--- src/rtl/kwu_map.vh ---
`ifndef KWU_MAP_VH
`define KWU_MAP_VH

// register indexes; byte address is four times the index
`define KWU_IDX_SECOND_DATA      6'h28
`define KWU_IDX_FIRST_DATA       6'h29
`define KWU_IDX_SECOND_DIR       6'h2a
`define KWU_IDX_FIRST_DIR        6'h2b
`define KWU_IDX_SECOND_WAKE_EN   6'h2c
`define KWU_IDX_FIRST_WAKE_EN    6'h2d
`define KWU_IDX_SECOND_FLAGS     6'h2e
`define KWU_IDX_FIRST_FLAGS      6'h2f
`define KWU_IDX_SECOND_POLARITY  6'h30
`define KWU_IDX_FIRST_POLARITY   6'h31
`define KWU_IDX_STATUS           6'h32

// reset values
`define KWU_RST_DIR              8'h00
`define KWU_RST_WAKE_EN          8'h00
`define KWU_RST_FLAGS            8'h00
`define KWU_RST_POLARITY         8'h00
`define KWU_RST_DATA             8'h00

// status register fields
`define KWU_STAT_IRQ             0
`define KWU_STAT_FILTER_RUN      1

// stop filter oscillator period in clock cycles, and sample points
`define KWU_FILT_PERIOD          12
`define KWU_FILT_SAMPLE0         0
`define KWU_FILT_SAMPLE1         4
`define KWU_FILT_SAMPLE2         8

`endif

--- src/rtl/kwu_placeholder_unused.v ---
`timescale 1ns/100ps

--- src/rtl/kwu_gpio_ports.v ---
// Added by the designer: register access over APB.
`timescale 1ns/100ps
`include "kwu_map.vh"

module kwu_gpio_ports #(
	parameter NPIN        = 16,
	parameter FILT_PERIOD = `KWU_FILT_PERIOD
) (
	input  wire            clk,
	input  wire            arst_n,
	input  wire            psel,
	input  wire            penable,
	input  wire            pwrite,
	input  wire [7:0]      paddr,
	input  wire [31:0]     pwdata,
	output reg  [31:0]     prdata,
	output reg             pready,
	output reg             pslverr,
	input  wire            stopMode,
	input  wire            waitMode,
	input  wire [NPIN-1:0] padIn,
	output reg  [NPIN-1:0] padOut,
	output reg  [NPIN-1:0] padOe,
	output reg  [NPIN-1:0] pullUpEn,
	output reg  [NPIN-1:0] pullDownEn,
	output reg             irq,
	output reg             wakeRequest
);

	// low byte is the first port, high byte the second port
	reg  [NPIN-1:0] portData;
	reg  [NPIN-1:0] direction;
	reg  [NPIN-1:0] wakeEnable;
	reg  [NPIN-1:0] wakeFlags;
	reg  [NPIN-1:0] polarity;
	reg  [NPIN-1:0] syncA;
	reg  [NPIN-1:0] syncB;
	reg  [NPIN-1:0] prevLevel;
	reg  [7:0]      filtCnt;
	reg             filtRun;

	wire [5:0]      regIdx;
	wire            addrOk;
	wire            setupPh;
	wire            wrEn;
	wire [7:0]      wb;
	wire [NPIN-1:0] trigLevel;
	wire [NPIN-1:0] runEdge;
	wire [NPIN-1:0] polChange;
	wire [NPIN-1:0] filtSet;
	wire [NPIN-1:0] flagSet;
	wire [NPIN-1:0] flagClr;
	wire [NPIN-1:0] next_flags;
	wire [NPIN-1:0] next_pol;
	wire            samplePt;
	wire            periodEnd;
	wire            anyTrig;
	reg  [7:0]      rdByte;
	reg             rdHit;

	// decoded write strobes, then the vote clear and the qualified wake requests
	wire            wrFirstData;
	wire            wrSecondData;
	wire            wrFirstDir;
	wire            wrSecondDir;
	wire            wrFirstEn;
	wire            wrSecondEn;
	wire            wrFirstFlags;
	wire            wrSecondFlags;
	wire            wrFirstPol;
	wire            wrSecondPol;
	wire            voteClear;
	wire [NPIN-1:0] wakeQual;
	wire            anyQual;

	assign regIdx  = paddr[7:2];
	assign addrOk  = (paddr[1:0] == 2'h0) && rdHit;
	assign setupPh = psel && !penable;
	assign wrEn    = psel && penable && pready && pwrite && !pslverr;
	assign wb      = pwdata[7:0];

	// one write strobe per register except the status register
	assign wrFirstData   = wrEn && (regIdx == `KWU_IDX_FIRST_DATA);
	assign wrSecondData  = wrEn && (regIdx == `KWU_IDX_SECOND_DATA);
	assign wrFirstDir    = wrEn && (regIdx == `KWU_IDX_FIRST_DIR);
	assign wrSecondDir   = wrEn && (regIdx == `KWU_IDX_SECOND_DIR);
	assign wrFirstEn     = wrEn && (regIdx == `KWU_IDX_FIRST_WAKE_EN);
	assign wrSecondEn    = wrEn && (regIdx == `KWU_IDX_SECOND_WAKE_EN);
	assign wrFirstFlags  = wrEn && (regIdx == `KWU_IDX_FIRST_FLAGS);
	assign wrSecondFlags = wrEn && (regIdx == `KWU_IDX_SECOND_FLAGS);
	assign wrFirstPol    = wrEn && (regIdx == `KWU_IDX_FIRST_POLARITY);
	assign wrSecondPol   = wrEn && (regIdx == `KWU_IDX_SECOND_POLARITY);

	// synchronized level at the triggering polarity
	assign trigLevel = ~(syncB ^ polarity);
	// edge works regardless of direction
	assign runEdge   = trigLevel & ~(prevLevel ^ polarity ^ {NPIN{1'b1}})
			   & ~{NPIN{stopMode}};

	assign next_pol[7:0]  = wrFirstPol ? wb : polarity[7:0];
	assign next_pol[15:8] = wrSecondPol ? wb : polarity[15:8];
	// polarity change with pin already at new triggering level
	assign polChange = (next_pol ^ polarity) & ~(syncB ^ next_pol);

	assign anyTrig   = |(trigLevel & wakeEnable);
	assign samplePt  = filtRun && (filtCnt == `KWU_FILT_SAMPLE0 ||
			   filtCnt == `KWU_FILT_SAMPLE1 ||
			   filtCnt == `KWU_FILT_SAMPLE2);
	assign periodEnd = filtRun && (filtCnt == FILT_PERIOD - 1);
	// votes restart outside a running filter period
	assign voteClear = !stopMode || !filtRun || periodEnd;

	genvar i;
	generate
		for (i = 0; i < NPIN; i = i + 1)
		begin : gPin
			// per-pin sample registers of the shared filter
			reg vote0;
			reg vote1;
			reg vote2;

			// three samples per filter period
			always @(posedge clk or negedge arst_n)
			begin
				if (!arst_n)
				begin
					vote0 <= 1'b0;
					vote1 <= 1'b0;
					vote2 <= 1'b0;
				end
				else if (voteClear)
				begin
					vote0 <= 1'b0;
					vote1 <= 1'b0;
					vote2 <= 1'b0;
				end
				else if (samplePt)
				begin
					if (filtCnt == `KWU_FILT_SAMPLE0)
						vote0 <= trigLevel[i];
					if (filtCnt == `KWU_FILT_SAMPLE1)
						vote1 <= trigLevel[i];
					if (filtCnt == `KWU_FILT_SAMPLE2)
						vote2 <= trigLevel[i];
				end
			end

			// two of three samples at trigger level
			assign filtSet[i] = periodEnd && wakeEnable[i] &&
				((vote0 && vote1) || (vote0 && vote2) ||
				 (vote1 && vote2));
		end
	endgenerate

	assign flagSet = runEdge | polChange | filtSet;
	assign flagClr[7:0]  = wrFirstFlags ? wb : 8'h00;
	assign flagClr[15:8] = wrSecondFlags ? wb : 8'h00;
	// set wins over write-one clear
	assign next_flags = (wakeFlags & ~flagClr) | flagSet;

	// qualified requests merged to one line
	assign wakeQual = next_flags & wakeEnable;
	assign anyQual  = |wakeQual;

	always @*
	begin
		rdByte = 8'h00;
		rdHit  = 1'b1;
		case (regIdx)
			`KWU_IDX_FIRST_DATA:
				rdByte = (portData[7:0] & direction[7:0]) |
					 (syncB[7:0] & ~direction[7:0]);
			`KWU_IDX_SECOND_DATA:
				rdByte = (portData[15:8] & direction[15:8]) |
					 (syncB[15:8] & ~direction[15:8]);
			`KWU_IDX_FIRST_DIR:       rdByte = direction[7:0];
			`KWU_IDX_SECOND_DIR:      rdByte = direction[15:8];
			`KWU_IDX_FIRST_WAKE_EN:   rdByte = wakeEnable[7:0];
			`KWU_IDX_SECOND_WAKE_EN:  rdByte = wakeEnable[15:8];
			`KWU_IDX_FIRST_FLAGS:     rdByte = wakeFlags[7:0];
			`KWU_IDX_SECOND_FLAGS:    rdByte = wakeFlags[15:8];
			`KWU_IDX_FIRST_POLARITY:  rdByte = polarity[7:0];
			`KWU_IDX_SECOND_POLARITY: rdByte = polarity[15:8];
			`KWU_IDX_STATUS:
			begin
				rdByte[`KWU_STAT_IRQ]        = irq;
				rdByte[`KWU_STAT_FILTER_RUN] = filtRun;
			end
			default:                  rdHit = 1'b0;
		endcase
	end

	// apb slave: answer in the first access cycle
	always @(posedge clk or negedge arst_n)
	begin
		if (!arst_n)
		begin
			prdata  <= 32'h00000000;
			pready  <= 1'b0;
			pslverr <= 1'b0;
		end
		else
		begin
			pready <= setupPh;
			if (setupPh)
			begin
				pslverr <= !addrOk;
				prdata  <= (addrOk && !pwrite) ?
					   {24'h000000, rdByte} : 32'h00000000;
			end
			else
			begin
				pslverr <= 1'b0;
			end
		end
	end

	always @(posedge clk or negedge arst_n)
	begin
		if (!arst_n)
		begin
			polarity   <= {2{`KWU_RST_POLARITY}};
			wakeFlags  <= {2{`KWU_RST_FLAGS}};
		end
		else
		begin
			wakeFlags <= next_flags;
			polarity  <= next_pol;
		end
	end

	// output latch, seen on the pin only when driven
	always @(posedge clk or negedge arst_n)
	begin
		if (!arst_n)
			portData <= {2{`KWU_RST_DATA}};
		else
		begin
			if (wrFirstData)
				portData[7:0] <= wb;
			if (wrSecondData)
				portData[15:8] <= wb;
		end
	end

	// pin direction, 1 drives the pin
	always @(posedge clk or negedge arst_n)
	begin
		if (!arst_n)
			direction <= {2{`KWU_RST_DIR}};
		else
		begin
			if (wrFirstDir)
				direction[7:0] <= wb;
			if (wrSecondDir)
				direction[15:8] <= wb;
		end
	end

	// interrupt enables, open to software at any time
	always @(posedge clk or negedge arst_n)
	begin
		if (!arst_n)
			wakeEnable <= {2{`KWU_RST_WAKE_EN}};
		else
		begin
			if (wrFirstEn)
				wakeEnable[7:0] <= wb;
			if (wrSecondEn)
				wakeEnable[15:8] <= wb;
		end
	end

	// pin synchronizer and previous sample
	always @(posedge clk or negedge arst_n)
	begin
		if (!arst_n)
		begin
			syncA     <= {NPIN{1'b0}};
			syncB     <= {NPIN{1'b0}};
			prevLevel <= {NPIN{1'b0}};
		end
		else
		begin
			syncA     <= padIn;
			syncB     <= syncA;
			prevLevel <= syncB;
		end
	end

	// shared stop filter
	always @(posedge clk or negedge arst_n)
	begin
		if (!arst_n)
		begin
			filtRun <= 1'b0;
			filtCnt <= 8'h00;
		end
		else if (!stopMode)
		begin
			filtRun <= 1'b0;
			filtCnt <= 8'h00;
		end
		else if (!filtRun)
		begin
			filtRun <= anyTrig;
			filtCnt <= 8'h00;
		end
		// restart while an enabled pin sits at its trigger level
		else if (periodEnd)
		begin
			filtRun <= anyTrig;
			filtCnt <= 8'h00;
		end
		else
		begin
			filtCnt <= filtCnt + 8'h01;
		end
	end

	always @(posedge clk or negedge arst_n)
	begin
		if (!arst_n)
		begin
			padOut     <= {NPIN{1'b0}};
			padOe      <= {NPIN{1'b0}};
			pullUpEn   <= {NPIN{1'b0}};
			pullDownEn <= {NPIN{1'b0}};
		end
		else
		begin
			padOut     <= portData;
			padOe      <= direction;
			pullUpEn   <= ~polarity & ~direction;
			pullDownEn <= polarity & ~direction;
		end
	end

	// one shared request line, and the wake request in stop or wait
	always @(posedge clk or negedge arst_n)
	begin
		if (!arst_n)
		begin
			irq         <= 1'b0;
			wakeRequest <= 1'b0;
		end
		else
		begin
			irq         <= anyQual;
			// wake out of stop or wait
			wakeRequest <= anyQual & (stopMode | waitMode);
		end
	end

endmodule

--- config.mk ---
export PLATFORM = sky130hd
export DESIGN_NAME = kwu_gpio_ports
export DESIGN_NICKNAME = d
export VERILOG_FILES = /design/src/rtl/kwu_placeholder_unused.v /design/src/rtl/kwu_gpio_ports.v
export VERILOG_INCLUDE_DIRS = /design/src /design/src/rtl
export SDC_FILE = /design/constraint.sdc
export NUM_CORES = 1
export LEC_CHECK = 0
export BUFFER_PORTS_ARGS = -buffer_cell sky130_fd_sc_hd__buf_2
export CORE_MARGIN = 4
export CORE_UTILIZATION = 52
export CTS_BUF_LIST = sky130_fd_sc_hd__clkbuf_16
export CTS_CLUSTER_SIZE = 16
export DETAILED_ROUTE_END_ITERATION = 10
export PLACE_DENSITY_LB_ADDON = 0.05
export RECOVER_POWER = 25
export SYNTH_ARGS = -nofsm -noshare
export SYNTH_HDL_FRONTEND = slang
export SYNTH_SLANG_ARGS = --single-unit
--- constraint.sdc ---
create_clock -name clk -period 2.1 [get_ports clk]
set_clock_uncertainty 0.2 [all_clocks]
set_input_delay 0.42 -clock clk [delete_from_list [all_inputs] [get_ports clk]]
set_output_delay 0.42 -clock clk [all_outputs]
set_load 0.01 [all_outputs]
Word level (Yosys, flattened, before mapping)
Index checks and enable logic that the tools add are counted.
- add/sub/neg operators: 1
- multiply operators: 0
- divide/modulo/power cells: 0
- magnitude comparators: 0
- equal/unequal tests: 14
- shifts and indexed selects: 0
- multiplexer cells: 159
- bitwise logic cells: 33
- reduce and logical (&&, ||, !) cells: 153
- operators by type and width (kind ; number):
    $mux W1 ; 149
    $and A16 B16 Y16 ; 8
    $not A16 Y16 ; 8
    $logic_and A1 B1 Y1 ; 99
    $eq A6 B6 Y1 const B ; 11
    $mux W8 ; 8
    $xor A16 B16 Y16 ; 4
    $pmux W6 S10 ; 1
    $or A16 B16 Y16 ; 3
    $logic_or A1 B1 Y1 ; 36
    $and A8 B8 Y8 ; 4
    $reduce_or A16 Y1 ; 2
    $pmux W2 S11 ; 1
    $eq A8 B4 Y1 const B ; 2
    $not A8 Y8 ; 2
    $or A8 B8 Y8 ; 2
    $reduce_or A11 Y1 ; 1
    $add A8 B1 Y8 const B ; 1
    $eq A8 B3 Y1 const B ; 1
    $logic_not A8 Y1 ; 1
    $reduce_bool A2 Y1 ; 4
    $logic_not A1 Y1 ; 6
    $reduce_and A2 Y1 ; 3
    $logic_not A2 Y1 ; 1
    2 further kinds ; 2
- flip-flop bits (word level): 285
- bits in latches: 0
- bits in writable memories: 0
- memory bits (read-only): 0
- bits of input ports: 63
- output and inout bits: 100
- logic and storage cells: 430
- memories kept: 0

Longest topological paths before layout
Gate-level depths: netlist of run 1.
- depth in word-level cells: 15
- gate-level depth with buffers: 11
- gate-level depth less buffers: 8

Least setup slack after synthesis of run 1
Ideal clock, no wire load.
- path type: input port to flip-flop
- start: input paddr[2]
- end: register wakeRequest
- setup time: 0.139 ns
- arrival: 2.082 ns
- required time: 1.761 ns
- slack: -0.321 ns
- cell stages on the path: 8
- path buffers: 1
- cell sequence: buf_6 > nand2b_4 > nor4_4 > nand2_1 > a221o_1 > o21a_1 > a2111oi_4 > a31oi_1
- word-level cells in the longest chain between the ends: 12
- elaborated cells between the ends (all ways): 24
- those cells by class: eq/ne: 4; mux: 4; bitwise: 11; reduce/logical: 5
- ends and longest elaborated chain (element ; RTL line ; source):
    from (decl) ; kwu_gpio_ports.v:14 ; input wire [7:0] paddr,
    $eq A6 B6 Y1 ; - ;
    $logic_and A1 B1 Y1 (on tied branches) ; kwu_gpio_ports.v:91, kwu_gpio_ports.v:92 ;
    $mux W8 (on tied branches) ; kwu_gpio_ports.v:100, kwu_gpio_ports.v:101 ;
    $xor A16 B16 Y16 ; kwu_gpio_ports.v:103 ; assign polChange = (next_pol ^ polarity) & ~(syncB ^ next_pol);
    $not A16 Y16 ; kwu_gpio_ports.v:103 ;
    $and A16 B16 Y16 ; kwu_gpio_ports.v:103 ;
    $or A16 B16 Y16 (2 in series) ; kwu_gpio_ports.v:155 ; assign flagSet = runEdge | polChange | filtSet;
    $or A16 B16 Y16 (*) ; kwu_gpio_ports.v:159 ; assign next_flags = (wakeFlags & ~flagClr) | flagSet;
    $and A16 B16 Y16 (*) ; kwu_gpio_ports.v:162 ; assign wakeQual = next_flags & wakeEnable;
    $reduce_or A16 Y1 (*) ; kwu_gpio_ports.v:163 ; assign anyQual = |wakeQual;
    $and A1 B1 Y1 (*) ; kwu_gpio_ports.v:351 ; wakeRequest <= anyQual & (stopMode | waitMode);
    to (signal assigned) ; kwu_gpio_ports.v:351 ;
    to (decl) ; kwu_gpio_ports.v:27 ; output reg wakeRequest
Every way passes the cells marked *; elsewhere a longest branch is shown, timed or not.
A chain may end at the register's enable or synchronous reset.

Final worst setup path of run 1
- start: register filtCnt[0]
- end: register wakeRequest
- word-level cells in the longest chain between the ends: 9
- elaborated cells between the ends (all ways): 39
- those cells by class: eq/ne: 1; bitwise: 4; reduce/logical: 34
- ends and longest elaborated chain (element ; RTL line ; source):
    from (decl) ; kwu_gpio_ports.v:39 ; reg [7:0] filtCnt;
    from (signal assigned) ; kwu_gpio_ports.v:317 ; filtCnt <= filtCnt + 8'h01;
    $eq A8 B4 Y1 (*) ; kwu_gpio_ports.v:109 ; assign periodEnd = filtRun && (filtCnt == FILT_PERIOD - 1);
    $logic_and A1 B1 Y1 (*) ; kwu_gpio_ports.v:109 ;
    $logic_and A1 B1 Y1 (2 in series) ; kwu_gpio_ports.v:149 ; assign filtSet[i] = periodEnd && wakeEnable[i] &&
    $or A16 B16 Y16 (*) ; kwu_gpio_ports.v:155 ;
    $or A16 B16 Y16 (*) ; kwu_gpio_ports.v:159 ;
    $and A16 B16 Y16 (*) ; kwu_gpio_ports.v:162 ;
    $reduce_or A16 Y1 (*) ; kwu_gpio_ports.v:163 ;
    $and A1 B1 Y1 (*) ; kwu_gpio_ports.v:351 ;
Marked as above.

==> run metrics, run 1 <==
clk buf depth=3; die area=between 20000 and 25000 um2; pin count of the biggest net entering global routing=59; Synth Area in Adders=0.01184; Worst Path Required=between 2 and 2.5 ns; clk root buf=clkbuf_16; n_diodes=0; WL per Instance=a little under 20 um; CP max stage delay=about 0.40 ns; leading area contributor after synthesis=dfrtp_1; Final Wtd Congestion=around 0.95; Final WS setup=-0.2111 ns; Pwr Density=between 600 and 700 nW/um2; Detailed Route Iter0 Violations=slightly above 700; GR Util All Layers=0.2787; H-tree Lvls=1; Die Wd=approximately 160 um; Die Ht=roughly 160 um; complex-gate fraction of the synthesized area=0.1272; Slew HR=0.3664; Starting Density=0.5360; initial antenna violation count=0; WL final=roughly 34 mm; outcome=complete, but fails checks; register area=roughly 6500 um2; Leak=7.246 nW; Worst Tran Pin Value=about 0.95 ns; insertion delay to the later sink of the worst-skew pair=around 0.54 ns; Seq/Total Area, Yosys=0.5724; Vias/cell=between 5 and 6; #FFs+latches synth=roughly 260; first-pass GRT wire length=53.17 mm; share of cells above drive strength 1=0.3310; final net count=roughly 1500; Top Ports=~160; highest-delay cell along the critical path=dfrtp_1; Synth-to-Final Area Change=32.85%; Worst-path clk slew=roughly 0.06 ns; Synth Area per Inst=slightly above 10 um2; CTS Sinks=roughly 260; Synth Area in Simple Gates=0.1670; total grt overflow=0; Cell Chain, Critical Path=ha_2, and4b_2, buf_6, a32oi_1, o211ai_1, a32oi_1, nand4_1, nor3_2, a31oi_1; largest family of logic cells by synthesized area=simple AND/OR/NAND/NOR gates; pre-CTS setup slack=-0.6877 ns; mux share of post-synthesis cell area=0.05461; hold_ws=0.02582 ns; vias=about 9500; Rows=between 50 and 60; Worst VDD drop=about 0.76 mV; synth top area cells=dfrtp_1 57%, nor2_1 5.4%, nand2_1 4.6%; vias in the first global route=just under 10000; CP Launch Type=flop; setup violators final=19; core area=21290 um2; Synthesis Warnings=0; fillcell total=~1600; synthesized cell area=11410 um2; CP most frequent cell=a32oi_1; CP endpoint kind=flop; Inserted Clock Buffers=27; crit-path max FO=4; Finished Core Util=0.7121; Final Total Pwr=between 10 and 15 mW; synth unique cells=72; minimum clock period=between 2 and 2.5 ns; Worst Setup Path Type=flop to flop; Post-Synth XOR/XNOR Area=0.01689; violations in the final reports=negative setup slack; DRC violations left=0; WP data arrival=between 2 and 3 ns; Final Slew Violations=0; maxcap violations=0; Async SR Flop Fraction=1.000; Post-DP HPWL=24.74 mm; dominant synthesized flop cell=dfrtp_1; EDFF count, synth=0; multi-input gate area in the final layout=around 4800 um2; Final Hold Vio Count=0; Detailed Routing Iterations Pass 1=5; antenna-violating nets left=0; Max Clock Freq=~0.43 GHz; Cells after Synth=between 1000 and 1500; CTS tree=built; IO Port Bufs=114; Tightest Hold Check Type=input pin to flop; Final period util=1.101; fraction of post-synthesis cell area in the top cell type by area=0.5724; unrepaired setup endpoints after global routing=true
-- synthesized netlist by cell type, types with 5 or more instances --
library cell	n
clkbuf_1	46
dfrtp_1	261
nor2b_1	20
maj3_1	11
a32oi_1	10
mux2_2	46
o2111ai_1	10
nor3b_1	6
buf_2	6
xor2_1	21
a31oi_1	7
inv_1	36
and2_1	5
and3b_1	10
mux2i_1	6
buf_4	25
a221o_1	5
nand2b_1	9
a22oi_1	10
o22ai_1	20
nor2_1	163
nand2_1	140
nand3_1	13
a21oi_1	82
nand3b_1	5
o21ai_0	40
-- routing by layer --
metal,part of all wire,global-route usage,vias up
li1,-,-,4396
met2,0.48,0.4519,368
met5,0,0,-
met1,0.42,0.3887,4643
met4,0.032,0.09504,0
met3,0.067,0.04189,79
-- logic make-up after synthesis --
group,Yosys count
buffers and inverters,120
XOR/XNOR,22
other,1
AND/OR/NAND/NOR,409
AO/OA/AOI/OAI,227
multiplexers,54
flip-flops,261
adder cells (fa/ha/maj),13
-- through the flow --
| stage | setup TNS (ns) | cells | area [um2] |
|---|---|---|---|
| final | -2.627 | 1713 | 15160 |
| after global routing | -4.232 | 1713 | 15160 |
| after CTS | -1.824 | 1708 | 14980 |
| after detailed placement | -25.47 | 1630 | 13630 |
| after global placement | -23.84 | 1630 | 13630 |
| after floorplan | -1.594 | 1130 | 11530 |
-- power by group --
group | switching (mW) | total (mW) | internal, mW
combinational | 0.508 | 0.885 | 0.377
clock | 2.01 | 4.36 | 2.35
sequential | 0.0876 | 5.22 | 5.13
-- worst paths after layout --
path | slack (ns) | depth (start not counted) | startpoint | to
worst max-delay path | -0.21 | 9 | filtCnt[0] | wakeRequest
worst min-delay path | 0.03 | 3 | pwdata[0] | polarity[8]
worst max register to register | -0.21 | 9 | filtCnt[0] | wakeRequest
worst min register to register | 0.15 | 0 | syncA[10] | syncB[10]
max in group asynchronous | 0.50 | 3 | arst_n | gPin[14].vote1
min in group asynchronous | 0.43 | 2 | arst_n | padOut[9]
-- timing repair --
action,4_1_cts,5_1_grt
buffers inserted,8,4
endpoints found under the setup margin,63,26
gates resized for setup,56,44
hold buffers,18,0
gates cloned,3,2
pin swaps,22,19
endpoints found under the hold margin,67,0
-- cells in the final DEF, fill, tap and decap left out, types with 8 or more instances in the layout --
cell type / n
a32oi_1: 10
nand2b_1: 8
a22oi_1: 9
nand3_1: 12
maj3_1: 11
o21ai_0: 39
dfrtp_1: 260
clkbuf_1: 12
o2111ai_1: 8
nor2b_1: 20
a21oi_2: 15
dlygate4sd3_1: 18
buf_2: 113
inv_1: 37
clkinv_2: 11
xor2_1: 16
conb_1: 24
clkbuf_16: 29
and3b_1: 10
buf_4: 174
nor2_1: 144
buf_12: 15
mux2_2: 46
o22ai_1: 19
nor2_4: 15
a21oi_1: 66
nand2_1: 137
-- layout make-up --
class,instances,area share
Sequential cell,261,0.4310
Multi-Input combinational cell,749,0.3142
Timing Repair Buffer,342,0.1704
Clock buffer,27,0.04457
Tap cell,275,0.02270
Inverter,37,0.009162
Clock inverter,22,0.008089
-- critical path: cells and delay by family, from the launching register on --
kind | cells | cell delay [ns]
AOI/OAI and AO/OA | 4 | 0.66
adders and majority gates | 1 | 0.18
buffers and inverters | 1 | 0.13
DFF | 1 | 0.40
and+or+nand+nor | 3 | 0.61
No activity file was read; power rests on OpenSTA's default activity.
==> run 2, diff against run 1 <==
==> constraint.sdc (replaced) <==
create_clock -name clk -period 2 [get_ports clk]
set_clock_uncertainty 0.2 [all_clocks]
set_input_delay 0.4 -clock clk [delete_from_list [all_inputs] [get_ports clk]]
set_output_delay 0.4 -clock clk [all_outputs]
set_load 0.01 [all_outputs]
==> run 2 against run 1 <==
  * The run still ends with negative setup slack left
  * Setup slack worse by 0.16 ns
  * Sequential share of layout area down 1.1 points
  * Routed wire length decreased by 0.54%
  * Combinational power is 9.2% higher
  * Maximum frequency decreased by 2.4%
  * Design area grew 2.6%
  * Clock power grew 16%
  * Total power is 9.8% higher
  * Via count increased by 0.69%
  * Register-to-register slack worse by 0.16 ns
  * First-iteration DRC count shrank 1.7%
  * Critical path type unchanged
==> run metrics, run 2 (synthesis results as in run 1) <==
maxcap violations=0 (unchanged); IO Port Bufs=114 (unchanged); Pwr Density=738.3 nW/um2 (was 689.9 nW/um2); Gate power share=0.084 (was 0.085); WL final=33.89 mm (was 34.07 mm); Detailed Routing Iterations Pass 1=5 (unchanged); commonest non-fill, non-tap cell in the layout=dfrtp_1 (unchanged); Max Clock Freq=0.4222 GHz (was 0.4327 GHz); Top Ports=163 (unchanged); Final Hold Vio Count=0 (unchanged); Tightest Hold Check Type=input pin to flop (unchanged); Worst Tran Pin Value=0.8502 ns (was 0.9505 ns); Sw Ratio=0.2427 (was 0.2488); Sw Pwr=2.788 mW (was 2.602 mW); Starting Density=0.5360 (unchanged); total grt overflow=0 (unchanged); Worst Setup Path Type=flop to flop (unchanged); insertion delay to the later sink of the worst-skew pair=0.54 ns (about the same); share of cells above drive strength 1=0.3485 (was 0.3310); Worst-path clk slew=0.06 ns (about the same); Die Wd=156.1 um (unchanged); Final Slew Violations=0 (unchanged); outcome=complete, but fails checks (unchanged); highest-delay cell along the critical path=dfrtp_1 (unchanged); R2R Path Start=polarity[14] (was filtCnt[0]); violations in the final reports=negative setup slack (unchanged); initial antenna violation count=0 (unchanged); family with the most delay on the worst path=simple AND/OR/NAND/NOR gates (was compound AO/OA/AOI/OAI gates); Post-DP HPWL=24.39 mm (was 24.74 mm); GR Util All Layers=0.2771 (was 0.2787); final net count=1519 (was 1483); CTS Sinks=261 (unchanged); Vias/cell=5.458 (was 5.538); DRC violations left=0 (unchanged); worst reg2reg path depth=7 (was 9); pin count of the biggest net entering global routing=54 (was 59); Finished Core Util=0.7308 (was 0.7121); Final Wtd Congestion=0.9703 (was 0.9482); crit-path max FO=4 (unchanged); unrepaired setup endpoints after global routing=true (unchanged); Setup crit end=wakeRequest (unchanged); CP endpoint kind=flop (unchanged); Rows=53 (unchanged); WP buf/inv=0 (was 1); die area=24380 um2 (unchanged); vias in the first global route=9534 (was 9695); first-pass GRT wire length=53.06 mm (was 53.17 mm); Inserted Clock Buffers=28 (was 27); H-tree Lvls=1 (unchanged); clk root buf=clkbuf_16 (unchanged); WP data arrival=2.57 ns (was 2.51 ns); WL per Instance=19.37 um (was 19.89 um); clk buf depth=3 (unchanged); CP max stage delay=0.50 ns (was 0.40 ns); Synth-to-Final Area Change=36.34% (was 32.85%); antenna-violating nets left=0 (unchanged); Detailed Route Iter0 Violations=710 (was 722); Worst Path Required=2.21 ns (was 2.30 ns); Final Total Pwr=11.49 mW (was 10.46 mW); register share of total power=0.477 (was 0.499); Leak=7.432 nW (was 7.246 nW); Final period util=1.184 (was 1.101); Worst VDD drop=0.6435 mV (was 0.7579 mV); worst r2r dst=wakeRequest (unchanged); internal power=8.698 mW (was 7.856 mW); Clock power frac=0.439 (was 0.417); CP Launch Type=flop (unchanged); CTS tree=built (unchanged); Slew HR=0.4332 (was 0.3664); crit path from=polarity[14] (was filtCnt[0]); n_diodes=0 (unchanged); slack of the worst reg-to-reg path=-0.37 ns (was -0.21 ns); commonest cells after routing, fill and taps aside=260 x dfrtp_1, 200 x buf_4, 143 x nor2_1 (was 260 x dfrtp_1, 174 x buf_4, 144 x nor2_1); Cell Chain, Critical Path=or3b_2, a21oi_1, a221o_1, nor4_1, nand4_1, nor3_2, a31oi_1 (was ha_2, and4b_2, buf_6, a32oi_1, o211ai_1, a32oi_1, nand4_1, nor3_2, a31oi_1); minimum clock period=2.368 ns (was 2.311 ns); Final WS setup=-0.3684 ns (was -0.2111 ns); setup violators final=19 (unchanged); Die Ht=156.1 um (unchanged); core area=21290 um2 (unchanged); vias=9551 (was 9486); Critical Path Stages=7 (was 9)
## run 2: cell count changes in the layout (fill, tap and decap cells not counted), moves of 3 or more
cell           previous run  this run
clkinv_2                 11         3
buf_4                   174       200
inv_1                    37        40
a221oi_2                  0         4
dlygate4sd3_1            18        21
o22ai_1                  19        16
clkbuf_1                 12        18
buf_6                     4         7
nor4_2                    3         0
a221oi_1                  4         0
## run 2: final cells by class
class | count | area, um2
Clock buffer | 29 | 725.7
Clock inverter | 22 | 175.2
Fill cell | 1555 | 5731
Inverter | 37 | 138.9
Multi-Input combinational cell | 749 | 4856
Sequential cell | 261 | 6533
Tap cell | 275 | 344.1
Timing Repair Buffer | 377 | 2784
## run 2: what timing repair did
| action | CTS | global route |
|---|---|---|
| endpoints found under the hold margin | 229 | 0 |
| cloned | 3 | 0 |
| resized for setup | 57 | 66 |
| hold buffers | 21 | 0 |
| setup buffers | 10 | 10 |
| pin swaps | 23 | 34 |
| setup endpoints to repair | 27 | 75 |
## run 2: metrics by stage
step	hold WS [ns]	TNS, ns	cell area [um2]	worst slack (ns)	std cells
floorplan	-0.09559	-3.386	11540	-0.3704	1130
global placement	0.1319	-23.01	13880	-0.6872	1661
detailed placement	0.1347	-24.11	13880	-0.7208	1661
CTS	0.01995	-2.418	15340	-0.2674	1745
global route	0.05496	-4.261	15560	-0.4327	1750
finish	0.04427	-1.087	15560	-0.3684	1750
## run 2: worst min-delay path by stage
stage	start	endpoint	slack [ns]	depth (start not counted)
finish	pwdata[5]	wakeEnable[5]	0.04	3
global route	pwdata[3]	polarity[11]	0.05	4
CTS	pwdata[5]	wakeEnable[5]	0.02	3
detailed placement	syncA[15]	syncB[15]	0.13	0
global placement	syncA[7]	syncB[7]	0.13	0
floorplan	arst_n	direction[0]	-0.1	0
## run 2: worst register-to-register path, cell delays in order, from the launching register on
cell	delay, ns
dfrtp_1	0.50
or3b_2	0.18
a21oi_1	0.10
a221o_1	0.41
nor4_1	0.30
nand4_1	0.16
nor3_2	0.26
a31oi_1	0.12
## run 2: power groups by stage
stage          combinational, mW  sequential [mW]  clock, mW
6_report                   0.966             5.47       5.04
2_1_floorplan              0.332             5.55          0
3_5_place_dp               0.824             5.56          0
3_3_place_gp               0.818             5.56          0
4_1_cts                    0.925             5.47       5.12
5_1_grt                     1.05             5.48       5.38
## run 2: routing by layer
| layer | GRT usage | wire length (um) | up-vias |
|---|---|---|---|
| met5 | 0 | 0 | - |
| met2 | 0.4441 | 15900 | 331 |
| met1 | 0.3879 | 14480 | 4680 |
| met4 | 0.09463 | 1300 | 0 |
| li1 | - | - | 4461 |
| met3 | 0.04632 | 2211 | 79 |
==> run 3, diff against run 2 <==
--- a/config.mk
+++ b/config.mk
@@ -7,8 +7,10 @@
 export NUM_CORES = 1
 export LEC_CHECK = 0
 export BUFFER_PORTS_ARGS = -buffer_cell sky130_fd_sc_hd__buf_2
+export CELL_PAD_IN_SITES_DETAIL_PLACEMENT = 2
+export CELL_PAD_IN_SITES_GLOBAL_PLACEMENT = 2
 export CORE_MARGIN = 4
-export CORE_UTILIZATION = 52
+export CORE_UTILIZATION = 33
 export CTS_BUF_LIST = sky130_fd_sc_hd__clkbuf_16
 export CTS_CLUSTER_SIZE = 16
 export DETAILED_ROUTE_END_ITERATION = 10
==> run 3 against run 2 <==
  * The run still ends with negative setup slack left
  * Combinational power is 11% higher
  * Die area is 54% higher
  * Sequential cell count stayed put
  * Sequential share of layout area is 2.1 points lower
  * First-iteration DRC count is 33% lower
  * Non-clock buffer count is 28 higher
  * Global-route usage is 4.9 points lower
  * Via count is 4.5% higher
  * Count of clock-buffer cells in the layout is 1 higher
  * Clock power hardly changed
  * Core utilization is 25 points lower
  * Largest power group unchanged
==> run metrics, run 3 (synthesis results as in run 1) <==
outcome=complete, but fails checks (unchanged); violations in the final reports=negative setup slack (unchanged); Detailed Routing Iterations Pass 1=7 (was 5); DRC violations left=0 (unchanged); Leak=7.733 nW (was 7.432 nW); fillcell total=3500 (was 1555); multi-input gate area in the final layout=5111 um2 (was 4856 um2); CTS Sinks=261 (unchanged); CP Launch Type=flop (unchanged); R2R Path Start=pslverr (was polarity[14]); worst reg2reg path depth=8 (was 7); CP most frequent cell=buf_4; IO Port Bufs=114 (unchanged); Top Ports=163 (unchanged); Starting Density=0.3377 (was 0.5360); first-pass GRT wire length=67.39 mm (was 53.06 mm); Cell Chain, Critical Path=nor4_4, buf_4, buf_4, a21oi_1, nor4_1, nand4_1, nor3_2, nand3_1 (was or3b_2, a21oi_1, a221o_1, nor4_1, nand4_1, nor3_2, a31oi_1); WL final=44.94 mm (was 33.89 mm); Worst Setup Path Type=flop to flop (unchanged); clk buf depth=3 (unchanged); slack of the worst reg-to-reg path=-0.40 ns (was -0.37 ns); share of cells above drive strength 1=0.3931 (was 0.3485); Vias/cell=5.106 (was 5.458); Final Wtd Congestion=0.9165 (was 0.9703); worst hold endpoint=pslverr (was wakeEnable[5]); Worst-path clk slew=0.06 ns (about the same); pin count of the biggest net entering global routing=54 (unchanged); hold path startpoint=paddr[1] (was pwdata[5]); Placed Area=14190 um2 (was 13880 um2); vias in the first global route=11000 (was 9534); Pwr Density=708.8 nW/um2 (was 738.3 nW/um2); Worst VDD drop=0.6198 mV (was 0.6435 mV); Final period util=1.199 (was 1.184); GR Util All Layers=0.2277 (was 0.2771); total grt overflow=0 (unchanged); WP buf/inv=2 (was 0); crit-path max FO=6 (was 4); Final Slew Violations=0 (unchanged); Final Total Pwr=11.60 mW (was 11.49 mW); worst r2r dst=irq (was wakeRequest); Max Clock Freq=0.4170 GHz (was 0.4222 GHz); family with the most delay on the worst path=simple AND/OR/NAND/NOR gates (unchanged); final instance area=16370 um2 (was 15560 um2); register area=6533 um2 (unchanged); Inserted Clock Buffers=30 (was 28); CP max stage delay=0.47 ns (was 0.50 ns); Synth-to-Final Area Change=43.45% (was 36.34%); insertion delay to the later sink of the worst-skew pair=0.57 ns (was 0.54 ns); clk root buf=clkbuf_16 (unchanged); Worst Path Required=2.22 ns (was 2.21 ns); Detailed Route Iter0 Violations=475 (was 710); core area=33780 um2 (was 21290 um2); Die Ht=193.9 um (was 156.1 um); Post-DP HPWL=32.19 mm (was 24.39 mm); final net count=1549 (was 1519); commonest non-fill, non-tap cell in the layout=dfrtp_1 (unchanged); Final Hold Vio Count=0 (unchanged); n_diodes=0 (unchanged); minimum clock period=2.398 ns (was 2.368 ns); Worst Tran Pin Value=1.227 ns (was 0.8502 ns); CTS tree=built (unchanged); CP endpoint kind=flop (unchanged); unrepaired setup endpoints after global routing=true (unchanged); Slew HR=0.1823 (was 0.4332); setup violators final=34 (was 19); Final WS setup=-0.3982 ns (was -0.3684 ns); vias=9977 (was 9551); hold path cells=3 (unchanged); Rows=67 (was 53); commonest cells after routing, fill and taps aside=260 x dfrtp_1, 207 x buf_4, 130 x nand2_1 (was 260 x dfrtp_1, 200 x buf_4, 143 x nor2_1); antenna-violating nets left=0 (unchanged); H-tree Lvls=1 (unchanged); WL per Instance=23.00 um (was 19.37 um); Die Wd=193.9 um (was 156.1 um); initial antenna violation count=0 (unchanged); maxcap violations=0 (unchanged); WP data arrival=2.62 ns (was 2.57 ns); highest-delay cell along the critical path=dfrtp_2 (was dfrtp_1); die area=37610 um2 (was 24380 um2); pre-CTS setup slack=-0.6646 ns (was -0.7208 ns); Tightest Hold Check Type=input pin to flop (unchanged)
## run 3: changes by cell type in the layout (fill, tap and decap cells not counted), sizes merged
cell         previous run  this run
buf                   335       365
clkinv                  9        15
clkinvlp                5         0
clkbuf                 50        48
inv                    43        45
bufinv                  2         1
dlygate4sd3            21        22
## run 3: routing by layer
| metal | track usage | up-vias | part of all wire |
|---|---|---|---|
| li1 | - | 4506 | - |
| met1 | 0.3002 | 5213 | 0.43 |
| met2 | 0.4051 | 201 | 0.51 |
| met3 | 0.03110 | 57 | 0.038 |
| met4 | 0.04375 | 0 | 0.019 |
| met5 | 0 | - | 0 |
## run 3: timing repair
action	4_1_cts	5_1_grt
endpoints found under the hold margin	282	0
setup buffers	14	17
gates resized for setup	92	126
cloned	4	3
endpoints found under the setup margin	77	72
pin swaps	33	45
hold buffers	22	0
## run 3: cell type report
type / instances / area share
clock buffer: 30 / 0.04587
clock inverter: 24 / 0.008791
inverter: 37 / 0.008791
multi-input combinational: 749 / 0.3123
sequential: 261 / 0.3991
tap: 448 / 0.03425
timing repair buffer: 405 / 0.1909
## run 3: worst min-delay path: cells and delay by family
family | cells | cell delay, ns
and+or+nand+nor | 2 | 0.29
buffers and inverters | 1 | 0.08
## run 3: power by group
group | internal [mW] | total [mW] | switching [mW]
Sequential | 5.39 | 5.48 | 0.0891
Combinational | 0.448 | 1.07 | 0.623
Clock | 2.83 | 5.05 | 2.22
Total | 8.67 | 11.6 | 2.94
## run 3: worst max path at each step
stage | startpoint | to | cells past startpoint
3_3_place_gp | paddr[6] | wakeRequest | 10
4_1_cts | pslverr | irq | 8
6_report | pslverr | irq | 8
3_5_place_dp | paddr[6] | irq | 11
5_1_grt | pslverr | wakeRequest | 8
2_1_floorplan | paddr[2] | wakeRequest | 11
## run 3: metrics by stage
| step | hold WS (ns) | util | instances | TNS (ns) |
|---|---|---|---|---|
| floorplan | -0.09559 | - | 1130 | -3.386 |
| global placement | 0.1272 | 0.4199 | 1849 | -24.43 |
| detailed placement | 0.1264 | 0.4199 | 1849 | -30.54 |
| CTS | 0.01381 | 0.4699 | 1942 | -3.023 |
| global route | 0.04494 | 0.4845 | 1954 | -8.006 |
| finish | 0.05299 | 0.4845 | 1954 | -4.268 |
